## src/hdl/gdsr_pkg.sv

```systemverilog
// Package with register map, field layout, frame format and carrier types of the status bank.
package gdsr_pkg;

  // ********************************************************************
  // Register offsets (4-bit address field of the frame)
  // ********************************************************************
  localparam logic [3:0] ADDR_FAULT_SUMMARY = 4'h0; // Fault summary status, read only.
  localparam logic [3:0] ADDR_FET_FAULT     = 4'h1; // Per-FET fault status, read only.
  localparam logic [3:0] ADDR_MAIN_CTRL     = 4'h2; // Main control.
  localparam logic [3:0] ADDR_DRIVE_WD_CTRL = 4'h3; // Drive strength and watchdog control.
  localparam logic [3:0] ADDR_OC_MON_CTRL   = 4'h4; // Overcurrent monitor control.
  localparam logic [3:0] ADDR_CHOP_CFG      = 4'h5; // Chopper and amplifier configuration.
  localparam int         NUM_CTRL_REGS      = 4;    // Number of read/write control registers.

  // ********************************************************************
  // Frame layout
  // ********************************************************************
  localparam int FRAME_RW_BIT  = 15; // 1 = read, 0 = write.
  localparam int FRAME_ADDR_HI = 14; // Address field top bit.
  localparam int FRAME_ADDR_LO = 11; // Address field bottom bit.
  localparam int FRAME_DATA_HI = 7;  // Data field top bit.

  // ********************************************************************
  // Field positions
  // ********************************************************************
  localparam int FS_FAULT_ANY   = 7; // Summary: OR of bits 6..1.
  localparam int FS_WATCHDOG    = 6;
  localparam int FS_GATE_DRIVE  = 5;
  localparam int FS_OVERCURRENT = 4;
  localparam int FS_SUPPLY_UV   = 3;
  localparam int FS_PUMP_UV     = 2;
  localparam int FS_OT_SHUTDOWN = 1;
  localparam int FS_OT_WARNING  = 0;
  localparam int MAIN_FAULT_CLEAR = 0; // Fault clear bit of main control.

  // ********************************************************************
  // Reset values
  // ********************************************************************
  localparam logic [7:0] RST_STATUS     = 8'h00;
  localparam logic [7:0] RST_MAIN_CTRL  = 8'h18; // Lock field 011b, rest zero.
  localparam logic [7:0] RST_DRIVE_WD   = 8'h07; // Drive strength 111b.
  localparam logic [7:0] RST_OC_MON     = 8'h00;
  localparam logic [7:0] RST_CHOP_CFG   = 8'h00;

  // Fault condition inputs from the detection circuits, one level each.
  typedef struct packed {
    logic       watchdog_timeout_flag;
    logic       supply_undervoltage_flag;
    logic       pump_undervoltage_flag;
    logic       overtemp_shutdown_flag;
    logic       overtemp_warning_flag;
    logic [3:0] fet_gate_fault;   // hb2 high, hb2 low, hb1 high, hb1 low.
    logic [3:0] fet_overcurrent;  // Same order.
  } gdsr_fault_in_s;

  // One decoded register access.
  typedef struct packed {
    logic       valid;
    logic       read;
    logic [3:0] addr;
    logic [7:0] wdata;
  } gdsr_req_s;

endpackage

```

## src/hdl/gdsr_regs.sv

```systemverilog
// Status and control register bank of the H-bridge gate driver.
`timescale 1ns/1ps
// How it works
// - Status registers ignore writes
// - Summary bit 7 ORs bits 6..1
// - Summary bit 5 is any gate fault
// - Summary bit 4 is overcurrent fault
// - Summary bit 3 is supply undervoltage
// - Summary bit 2 is pump undervoltage
// - Bits 6,1,0: watchdog, shutdown, warning
// - FET bits 7..4: gate faults per FET
// - FET bits 3..0: overcurrent per FET
// - Control registers 2..5 read and write
// - Frame: rw bit15, addr 14..11, data 7..0
// - Fault clear bit clears status bits
module gdsr_regs
(
  // Clock and reset
  input  wire logic                  i_clk,
  input  wire logic                  i_resetn,
  // Received frame, one-cycle strobe with the whole word
  input  wire logic                  i_frame_valid,
  input  wire logic [15:0]           i_frame,
  // Fault conditions from the detectors
  input  wire gdsr_pkg::gdsr_fault_in_s i_faults,
  // Response byte for the frame just taken
  output logic                       o_rdata_valid,
  output logic [7:0]                 o_rdata,
  // Control register contents for the rest of the device
  output logic [7:0]                 o_main_control,
  output logic [7:0]                 o_drive_strength_watchdog_control,
  output logic [7:0]                 o_overcurrent_monitor_control,
  output logic [7:0]                 o_chopper_amp_config,
  // Summary fault level
  output logic                       o_fault
);

  // ********************************************************************
  // Declarations
  // ********************************************************************
  logic                  rst_n;        // Synchronised reset.
  gdsr_pkg::gdsr_req_s   req;          // Decoded frame.
  logic [7:0]            fault_summary_status; // Stored bits 6..0; bit 7 rebuilt.
  logic [7:0]            fet_fault_status;     // Per-FET sticky flags.
  logic [7:0]            ctrl [gdsr_pkg::NUM_CTRL_REGS]; // Control registers 2..5.
  logic [7:0]            summary_view; // Summary with the OR bit filled in.
  logic                  clear_req;    // Host asks for a fault clear.
  logic [7:0]            next_summary; // Summary update.
  logic [7:0]            next_fet;     // FET status update.

  // Reads a register by address; unmapped offsets answer zero.
  function automatic logic [7:0] read_mux(input logic [3:0] a);
    logic [7:0] r;
    r = 8'h00;
    unique case (a)
      gdsr_pkg::ADDR_FAULT_SUMMARY: r = summary_view;
      gdsr_pkg::ADDR_FET_FAULT:     r = fet_fault_status;
      gdsr_pkg::ADDR_MAIN_CTRL:     r = ctrl[0];
      gdsr_pkg::ADDR_DRIVE_WD_CTRL: r = ctrl[1];
      gdsr_pkg::ADDR_OC_MON_CTRL:   r = ctrl[2];
      gdsr_pkg::ADDR_CHOP_CFG:      r = ctrl[3];
      default:                      r = 8'h00;
    endcase
    return r;
  endfunction

  gdsr_reset_sync u_rst
  (
    .i_clk    (i_clk),
    .i_resetn (i_resetn),
    .o_resetn (rst_n)
  );

  // ********************************************************************
  // Frame decode
  // ********************************************************************
  // Field slicing of the 16-bit word; bits 10..8 are don't care.
  always_comb
  begin
    req.valid = i_frame_valid;
    req.read  = i_frame[gdsr_pkg::FRAME_RW_BIT];
    req.addr  = i_frame[gdsr_pkg::FRAME_ADDR_HI:gdsr_pkg::FRAME_ADDR_LO];
    req.wdata = i_frame[gdsr_pkg::FRAME_DATA_HI:0];
  end

  // A write of 1 to the clear bit of main control.
  assign clear_req = req.valid && !req.read && (req.addr == gdsr_pkg::ADDR_MAIN_CTRL)
                     && req.wdata[gdsr_pkg::MAIN_FAULT_CLEAR];

  // ********************************************************************
  // Sticky fault status
  // ********************************************************************
  // New events are ORed in after the clear so a same-cycle event is kept.
  always_comb
  begin
    next_summary = clear_req ? 8'h00 : fault_summary_status;
    next_fet     = clear_req ? 8'h00 : fet_fault_status;
    next_fet[7:4] = next_fet[7:4] | i_faults.fet_gate_fault;
    next_fet[3:0] = next_fet[3:0] | i_faults.fet_overcurrent;
    next_summary[gdsr_pkg::FS_WATCHDOG]    |= i_faults.watchdog_timeout_flag;
    next_summary[gdsr_pkg::FS_GATE_DRIVE]  |= |i_faults.fet_gate_fault;
    next_summary[gdsr_pkg::FS_OVERCURRENT] |= |i_faults.fet_overcurrent;
    next_summary[gdsr_pkg::FS_SUPPLY_UV]   |= i_faults.supply_undervoltage_flag;
    next_summary[gdsr_pkg::FS_PUMP_UV]     |= i_faults.pump_undervoltage_flag;
    next_summary[gdsr_pkg::FS_OT_SHUTDOWN] |= i_faults.overtemp_shutdown_flag;
    next_summary[gdsr_pkg::FS_OT_WARNING]  |= i_faults.overtemp_warning_flag;
    next_summary[gdsr_pkg::FS_FAULT_ANY]   = 1'b0;
  end

  // Status bits only follow the detectors and the clear; frames never write them.
  always_ff @(posedge i_clk or negedge rst_n)
  begin
    if (!rst_n)
    begin
      fault_summary_status <= gdsr_pkg::RST_STATUS;
      fet_fault_status     <= gdsr_pkg::RST_STATUS;
    end
    else
    begin
      fault_summary_status <= next_summary;
      fet_fault_status     <= next_fet;
    end
  end

  // The summary OR excludes the warning bit, so a warning alone is no fault.
  always_comb
  begin
    summary_view = fault_summary_status;
    summary_view[gdsr_pkg::FS_FAULT_ANY] =
      |fault_summary_status[gdsr_pkg::FS_WATCHDOG:gdsr_pkg::FS_OT_SHUTDOWN];
  end

  // ********************************************************************
  // Control registers
  // ********************************************************************
  // Offsets 2..5 store the written byte; the clear bit is held as written, as
  // the register map shows it readable. Reserved offsets are not stored.
  always_ff @(posedge i_clk or negedge rst_n)
  begin
    if (!rst_n)
    begin
      ctrl[0] <= gdsr_pkg::RST_MAIN_CTRL;
      ctrl[1] <= gdsr_pkg::RST_DRIVE_WD;
      ctrl[2] <= gdsr_pkg::RST_OC_MON;
      ctrl[3] <= gdsr_pkg::RST_CHOP_CFG;
    end
    else if (req.valid && !req.read && req.addr >= gdsr_pkg::ADDR_MAIN_CTRL
             && req.addr <= gdsr_pkg::ADDR_CHOP_CFG)
    begin
      ctrl[2'(req.addr - gdsr_pkg::ADDR_MAIN_CTRL)] <= req.wdata;
    end
  end

  // ********************************************************************
  // Response and outputs
  // ********************************************************************
  // Both reads and writes return the content before this frame's write.
  always_ff @(posedge i_clk or negedge rst_n)
  begin
    if (!rst_n)
    begin
      o_rdata_valid <= 1'b0;
      o_rdata       <= 8'h00;
    end
    else
    begin
      o_rdata_valid <= req.valid;
      if (req.valid)
      begin
        o_rdata <= read_mux(req.addr);
      end
    end
  end

  // Registered copies for the rest of the device; one cycle behind the store.
  always_ff @(posedge i_clk or negedge rst_n)
  begin
    if (!rst_n)
    begin
      o_main_control                    <= gdsr_pkg::RST_MAIN_CTRL;
      o_drive_strength_watchdog_control <= gdsr_pkg::RST_DRIVE_WD;
      o_overcurrent_monitor_control     <= gdsr_pkg::RST_OC_MON;
      o_chopper_amp_config              <= gdsr_pkg::RST_CHOP_CFG;
      o_fault                           <= 1'b0;
    end
    else
    begin
      o_main_control                    <= ctrl[0];
      o_drive_strength_watchdog_control <= ctrl[1];
      o_overcurrent_monitor_control     <= ctrl[2];
      o_chopper_amp_config              <= ctrl[3];
      o_fault                           <= summary_view[gdsr_pkg::FS_FAULT_ANY];
    end
  end

  // ********************************************************************
  // Assertions
  // ********************************************************************
  property p_status_ro;
    @(posedge i_clk) disable iff (!rst_n)
    (req.valid && !req.read && req.addr == gdsr_pkg::ADDR_FET_FAULT && !clear_req
     && i_faults.fet_gate_fault == 4'h0 && i_faults.fet_overcurrent == 4'h0)
    |=> fet_fault_status == $past(fet_fault_status);
  endproperty
  a_status_ro: assert property (p_status_ro) else $error("status changed by write");

  // The pin level must follow the stored bits 6..1 one cycle later, warning excluded.
  property p_fault_or;
    @(posedge i_clk) disable iff (!rst_n)
    o_fault == (|$past(fault_summary_status[6:1]));
  endproperty
  a_fault_or: assert property (p_fault_or) else $error("summary OR wrong");

  property p_gate_summary;
    @(posedge i_clk) disable iff (!rst_n)
    (|i_faults.fet_gate_fault) |=> fault_summary_status[5] && (|fet_fault_status[7:4]);
  endproperty
  a_gate_summary: assert property (p_gate_summary) else $error("gate fault lost");

  property p_oc_summary;
    @(posedge i_clk) disable iff (!rst_n)
    (|i_faults.fet_overcurrent) |=> fault_summary_status[4];
  endproperty
  a_oc_summary: assert property (p_oc_summary) else $error("overcurrent lost");

  property p_uv;
    @(posedge i_clk) disable iff (!rst_n)
    i_faults.supply_undervoltage_flag |=> fault_summary_status[3];
  endproperty
  a_uv: assert property (p_uv) else $error("supply undervoltage lost");

  property p_pump;
    @(posedge i_clk) disable iff (!rst_n)
    i_faults.pump_undervoltage_flag |=> fault_summary_status[2];
  endproperty
  a_pump: assert property (p_pump) else $error("pump undervoltage lost");

  property p_warn_only;
    @(posedge i_clk) disable iff (!rst_n)
    (fault_summary_status[6:1] == 6'h00) |-> !summary_view[7];
  endproperty
  a_warn_only: assert property (p_warn_only) else $error("warning set summary");

  property p_clear;
    @(posedge i_clk) disable iff (!rst_n)
    (clear_req && i_faults == '0) |=> fault_summary_status == 8'h00 && fet_fault_status == 8'h00;
  endproperty
  a_clear: assert property (p_clear) else $error("clear failed");

  property p_sticky;
    @(posedge i_clk) disable iff (!rst_n)
    (fet_fault_status[0] && !clear_req) |=> fet_fault_status[0];
  endproperty
  a_sticky: assert property (p_sticky) else $error("fault bit dropped");

  property p_readback;
    @(posedge i_clk) disable iff (!rst_n)
    (req.valid && !req.read && req.addr == gdsr_pkg::ADDR_CHOP_CFG) ##1 !req.valid ##1
    (req.valid && req.read && req.addr == gdsr_pkg::ADDR_CHOP_CFG)
    |=> o_rdata_valid && o_rdata == $past(req.wdata, 3);
  endproperty
  a_readback: assert property (p_readback) else $error("control readback wrong");

  c_clear: cover property (@(posedge i_clk) disable iff (!rst_n) clear_req);
  c_read_status: cover property (@(posedge i_clk) disable iff (!rst_n)
    req.valid && req.read && req.addr == gdsr_pkg::ADDR_FAULT_SUMMARY && summary_view[7]);
  c_write_ctrl: cover property (@(posedge i_clk) disable iff (!rst_n)
    req.valid && !req.read && req.addr == gdsr_pkg::ADDR_DRIVE_WD_CTRL);

endmodule

```

## src/hdl/gdsr_reset_sync.sv

```systemverilog
// Two-stage reset release synchroniser.
`timescale 1ns/1ps
module gdsr_reset_sync
(
  // Clock and raw reset
  input  wire logic i_clk,
  input  wire logic i_resetn,
  // Synchronised reset
  output logic      o_resetn
);

  // First stage; only the second stage reads it.
  logic meta_resetn;

  // ********************************************************************
  // Release
  // ********************************************************************
  // Assertion is asynchronous, release is aligned to the clock.
  always_ff @(posedge i_clk or negedge i_resetn)
  begin
    if (!i_resetn)
    begin
      meta_resetn <= 1'b0;
      o_resetn    <= 1'b0;
    end
    else
    begin
      meta_resetn <= 1'b1;
      o_resetn    <= meta_resetn;
    end
  end

endmodule

```

## config.mk

```make
export PLATFORM = sky130hd
export DESIGN_NAME = gdsr_regs
export DESIGN_NICKNAME = d
export VERILOG_FILES = /design/src/hdl/gdsr_pkg.sv /design/src/hdl/gdsr_regs.sv /design/src/hdl/gdsr_reset_sync.sv
export SDC_FILE = /design/constraint.sdc
export NUM_CORES = 1
export LEC_CHECK = 0
export ABC_CLOCK_PERIOD_IN_PS = 6400
export BUFFER_PORTS_ARGS = -buffer_cell sky130_fd_sc_hd__buf_4
export CELL_PAD_IN_SITES_DETAIL_PLACEMENT = 1
export CELL_PAD_IN_SITES_GLOBAL_PLACEMENT = 2
export CORE_ASPECT_RATIO = 0.6
export CORE_MARGIN = 2
export CORE_UTILIZATION = 40
export CTS_BUF_LIST = sky130_fd_sc_hd__clkbuf_16
export CTS_CLUSTER_SIZE = 14
export DETAILED_ROUTE_END_ITERATION = 12
export GPL_TIMING_DRIVEN = 0
export PLACE_DENSITY_LB_ADDON = 0.1
export SLEW_MARGIN = 5
export SYNTH_ARGS = -nofsm -noshare
export SYNTH_HDL_FRONTEND = slang
export SYNTH_SLANG_ARGS = --single-unit
```

## constraint.sdc

```tcl
create_clock -name i_clk -period 6.4 [get_ports i_clk]
set_clock_uncertainty 0.2 [all_clocks]
set_input_delay 0.64 -clock i_clk [delete_from_list [all_inputs] [get_ports i_clk]]
set_output_delay 0.64 -clock i_clk [all_outputs]
set_load 0.05 [all_outputs]
```

==> impl_metrics.env <==
export IMPL_pin_count=74
export IMPL_cp_cell_sequence="buf_4 > buf_2 > nor3b_2 > nand2_1 > mux2_2"
export IMPL_numCtsBuffers=9
export IMPL_min_path_type="reg -> async"
export IMPL_sinks_on_clock_net=91
export IMPL_cp_max_fo=10
export IMPL_cts_setup_buffers=0
export IMPL_grt_total_ovfl=0
export IMPL_core_area_mm2=0.008393
export IMPL_synth_cells=227
export IMPL_rsz0062_at_grt="no"
export IMPL_setup_viol_count_final=0
export IMPL_htree_levels=3
export IMPL_worst_slew_margin_rel_pct=58.29
export IMPL_post_synth_main_area_contributors="dfrtp_1, dfstp_2, mux2_2"
export IMPL_timing_final_hold_violations=0
export IMPL_finalWeightedCongestion=0.7627
export IMPL_min_period_over_period_pct=31.70
export IMPL_fp_row_count=26
export IMPL_nNetsFinal=341
export IMPL_crit_path_time_final_ns=2.029
export IMPL_run_status="complete, no violations"
export IMPL_finalWirelength_mm=8.066
export IMPL_cts_buffer_depth=2
export IMPL_synth_top_cell_area_share_pct=59.30
export IMPL_synth_seq_cells=91
export IMPL_critical_path_slowest_cell="mux2_2"
export IMPL_slew_viol_final=0
export IMPL_p_leak_nw=2.074
export IMPL_most_common_layout_cells="dfrtp_1, buf_4, mux2_2"
export IMPL_wl_per_cell_um=18.93
export IMPL_dieHeight_um=75.61
export IMPL_reg2regPathDepth=4
export IMPL_syn_area_mm2=0.003418
export IMPL_worstReg2RegStart="fault_summary_status[3]"
export IMPL_drt_first_pass_iters=4
export IMPL_first_global_vias=2283
export IMPL_maximum_number_of_pins_on_one_net_before_global_route_repair=49
export IMPL_cts_root_buffer="clkbuf_16"
export IMPL_end_kind="flip-flop"
export IMPL_dieArea_mm2=0.009326
export IMPL_synth_avg_cell_area_um2=15.06
export IMPL_routed_via_count=2158
export IMPL_critPathLaunchType="input pin"
export IMPL_timing_worst_slew_pin_value_ns=0.6256
export IMPL_worst_ep_required_time_ns=6.42
export IMPL_max_freq_mhz=492.8
export IMPL_post_route_cells_drive_above_1_share_pct=43.63
export IMPL_commonest_non_fill_non_tap_cell_in_the_layout="dfrtp_1"
export IMPL_timing_setup_tns_ns=0
export IMPL_grt_usage_pct=19.50
export IMPL_horizontal_die_dimension_um=123.3
export IMPL_hold_worst_slack_ns=0.1481
export IMPL_data_arrival_time_of_the_critical_path_ns=2.05
export IMPL_post_cts_resize_count=0
export IMPL_setup_reg_to_reg_worst_slack_ns=4.63
export IMPL_grt_first_pass_wirelength_mm=12.94
export IMPL_drcViolationCount=0
export IMPL_antenna_violations_before_repair=0
export IMPL_area_growth_pct=30.01
export IMPL_max_cap_violations=0
export IMPL_r2r_end="o_rdata[7]"
export IMPL_tritoncts="yes"
export IMPL_antennaDiodeCount=0
export IMPL_start_to_end_type_of_the_worst_setup_path="in -> reg"
export IMPL_peakVddDrop_uv=228.7
export IMPL_powerDensity_mw_per_mm2=370.0
export IMPL_clk_pin_slew_worst_paths_ns=0.06
export IMPL_port_buffer_count=69
export IMPL_hpwlAfterDp_mm=5.666
export IMPL_cts_hold_buffers_added=1
export IMPL_drtIter0Drc=94
export IMPL_synth_seq_area_share_pct=66.98
export IMPL_critPathMaxStageDelay_ns=0.40
export IMPL_synth_top_area_cell="dfrtp_1"
export IMPL_clock_insertion_delay_worst_skew_ns=0.34
export IMPL_number_of_distinct_standard_cells_referenced_by_the_synthesized_netlist=33
export IMPL_routed_via_density=5.066
export IMPL_synth_warnings=0
export IMPL_postRouteAntennaNets=0
export IMPL_initial_core_util_pct=40.73
export IMPL_final_fill_count=835
export IMPL_synth_net_count=259
-- power by group --
group          switching (mW)  leakage, nW  total, mW  internal, mW
Combinational           0.218        0.829      0.337         0.120
Clock                   0.207        0.166      0.584         0.377
Sequential             0.0551         1.08      0.723         0.668
-- flip-flops by register name, indices dropped and copies added (netlist names), 7 cells and up --
register,cells
o_rdata,8
o_chopper_amp_config,8
ctrl,32
o_main_control,8
o_drive_strength_watchdog_control,8
fet_fault_status,8
o_overcurrent_monitor_control,8
fault_summary_status,7
-- metal layers --
metal,track usage (%),part of all wire (%),up-vias
met1,27.57,50,1122
li1,-,-,978
met2,29.24,44,47
met3,5.763,4.5,11
met5,0,0,-
met4,6.439,1.3,0
-- stage by stage --
step	cells	total power, mW	utilization, %	worst slack, ns	area, µm²
after floorplan	227	0.9460	-	3.495	3418
after global placement	408	1.063	48.57	2.490	4076
after detailed placement	409	1.072	48.85	4.036	4100
after CTS	426	1.667	52.95	4.385	4444
after global routing	426	1.717	52.95	4.299	4444
final	426	1.645	52.95	4.371	4444
-- cell usage after synthesis --
master	number
nand4bb_4	1
o22ai_1	5
dfrtp_1	81
nand2_1	15
a21o_1	13
and4b_1	1
o21ai_0	5
nor3b_1	1
dfstp_2	10
a211oi_1	1
buf_4	1
nand3_1	1
or3b_2	1
mux2_4	8
nor4_1	3
nor2_1	3
clkbuf_1	1
or3_1	2
inv_1	6
nor2b_1	3
nand4_1	1
nand2b_1	3
nor3b_2	1
o221ai_1	5
nand4b_1	1
a21oi_1	2
mux2_2	23
conb_1	1
buf_6	1
mux4_2	2
mux2i_1	18
a31oi_1	2
buf_2	5
-- critical path, delay by kind of cell --
family,cells,cell delay (ns)
muxes,1,0.40
buffers and inverters,2,0.32
and+or+nand+nor,2,0.68
-- cell type report --
class	count	area (µm²)	area share, %
multi-input cells	122	1059	23.82
flip-flops and latches	91	2293	51.60
inverters	6	22.52	0.5068
clock buffers	9	225.2	5.068
repair buffers	71	548.0	12.33
clock inverters	7	108.9	2.449
plain buffers	8	47.55	1.070
well taps	112	140.1	3.153
-- worst max-delay path by stage --
| stage | startpoint | endpoint | slack, ns |
|---|---|---|---|
| final | i_frame[13] | ctrl[26] | 4.37 |
| after global routing | i_frame[13] | fet_fault_status[1] | 4.30 |
| after CTS | i_frame[13] | fet_fault_status[2] | 4.39 |
| after detailed placement | i_frame[13] | fet_fault_status[6] | 4.04 |
| after global placement | u_rst.o_resetn | o_chopper_amp_config[5] | 2.49 |
| after floorplan | u_rst.o_resetn | ctrl[0] | 3.50 |
-- cell families (layout without fill, tap and decap cells) --
kind of cell	after synthesis	after routing	share of synthesized area, %
DFF	91	91	66.98
muxes	51	51	17.68
and+or+nand+nor	37	37	6.516
AOI/OAI and AO/OA	33	33	6.662
buffers and inverters	14	101	2.050
other	1	1	0.1097
Note: power is estimated with default switching activity, not from simulation.
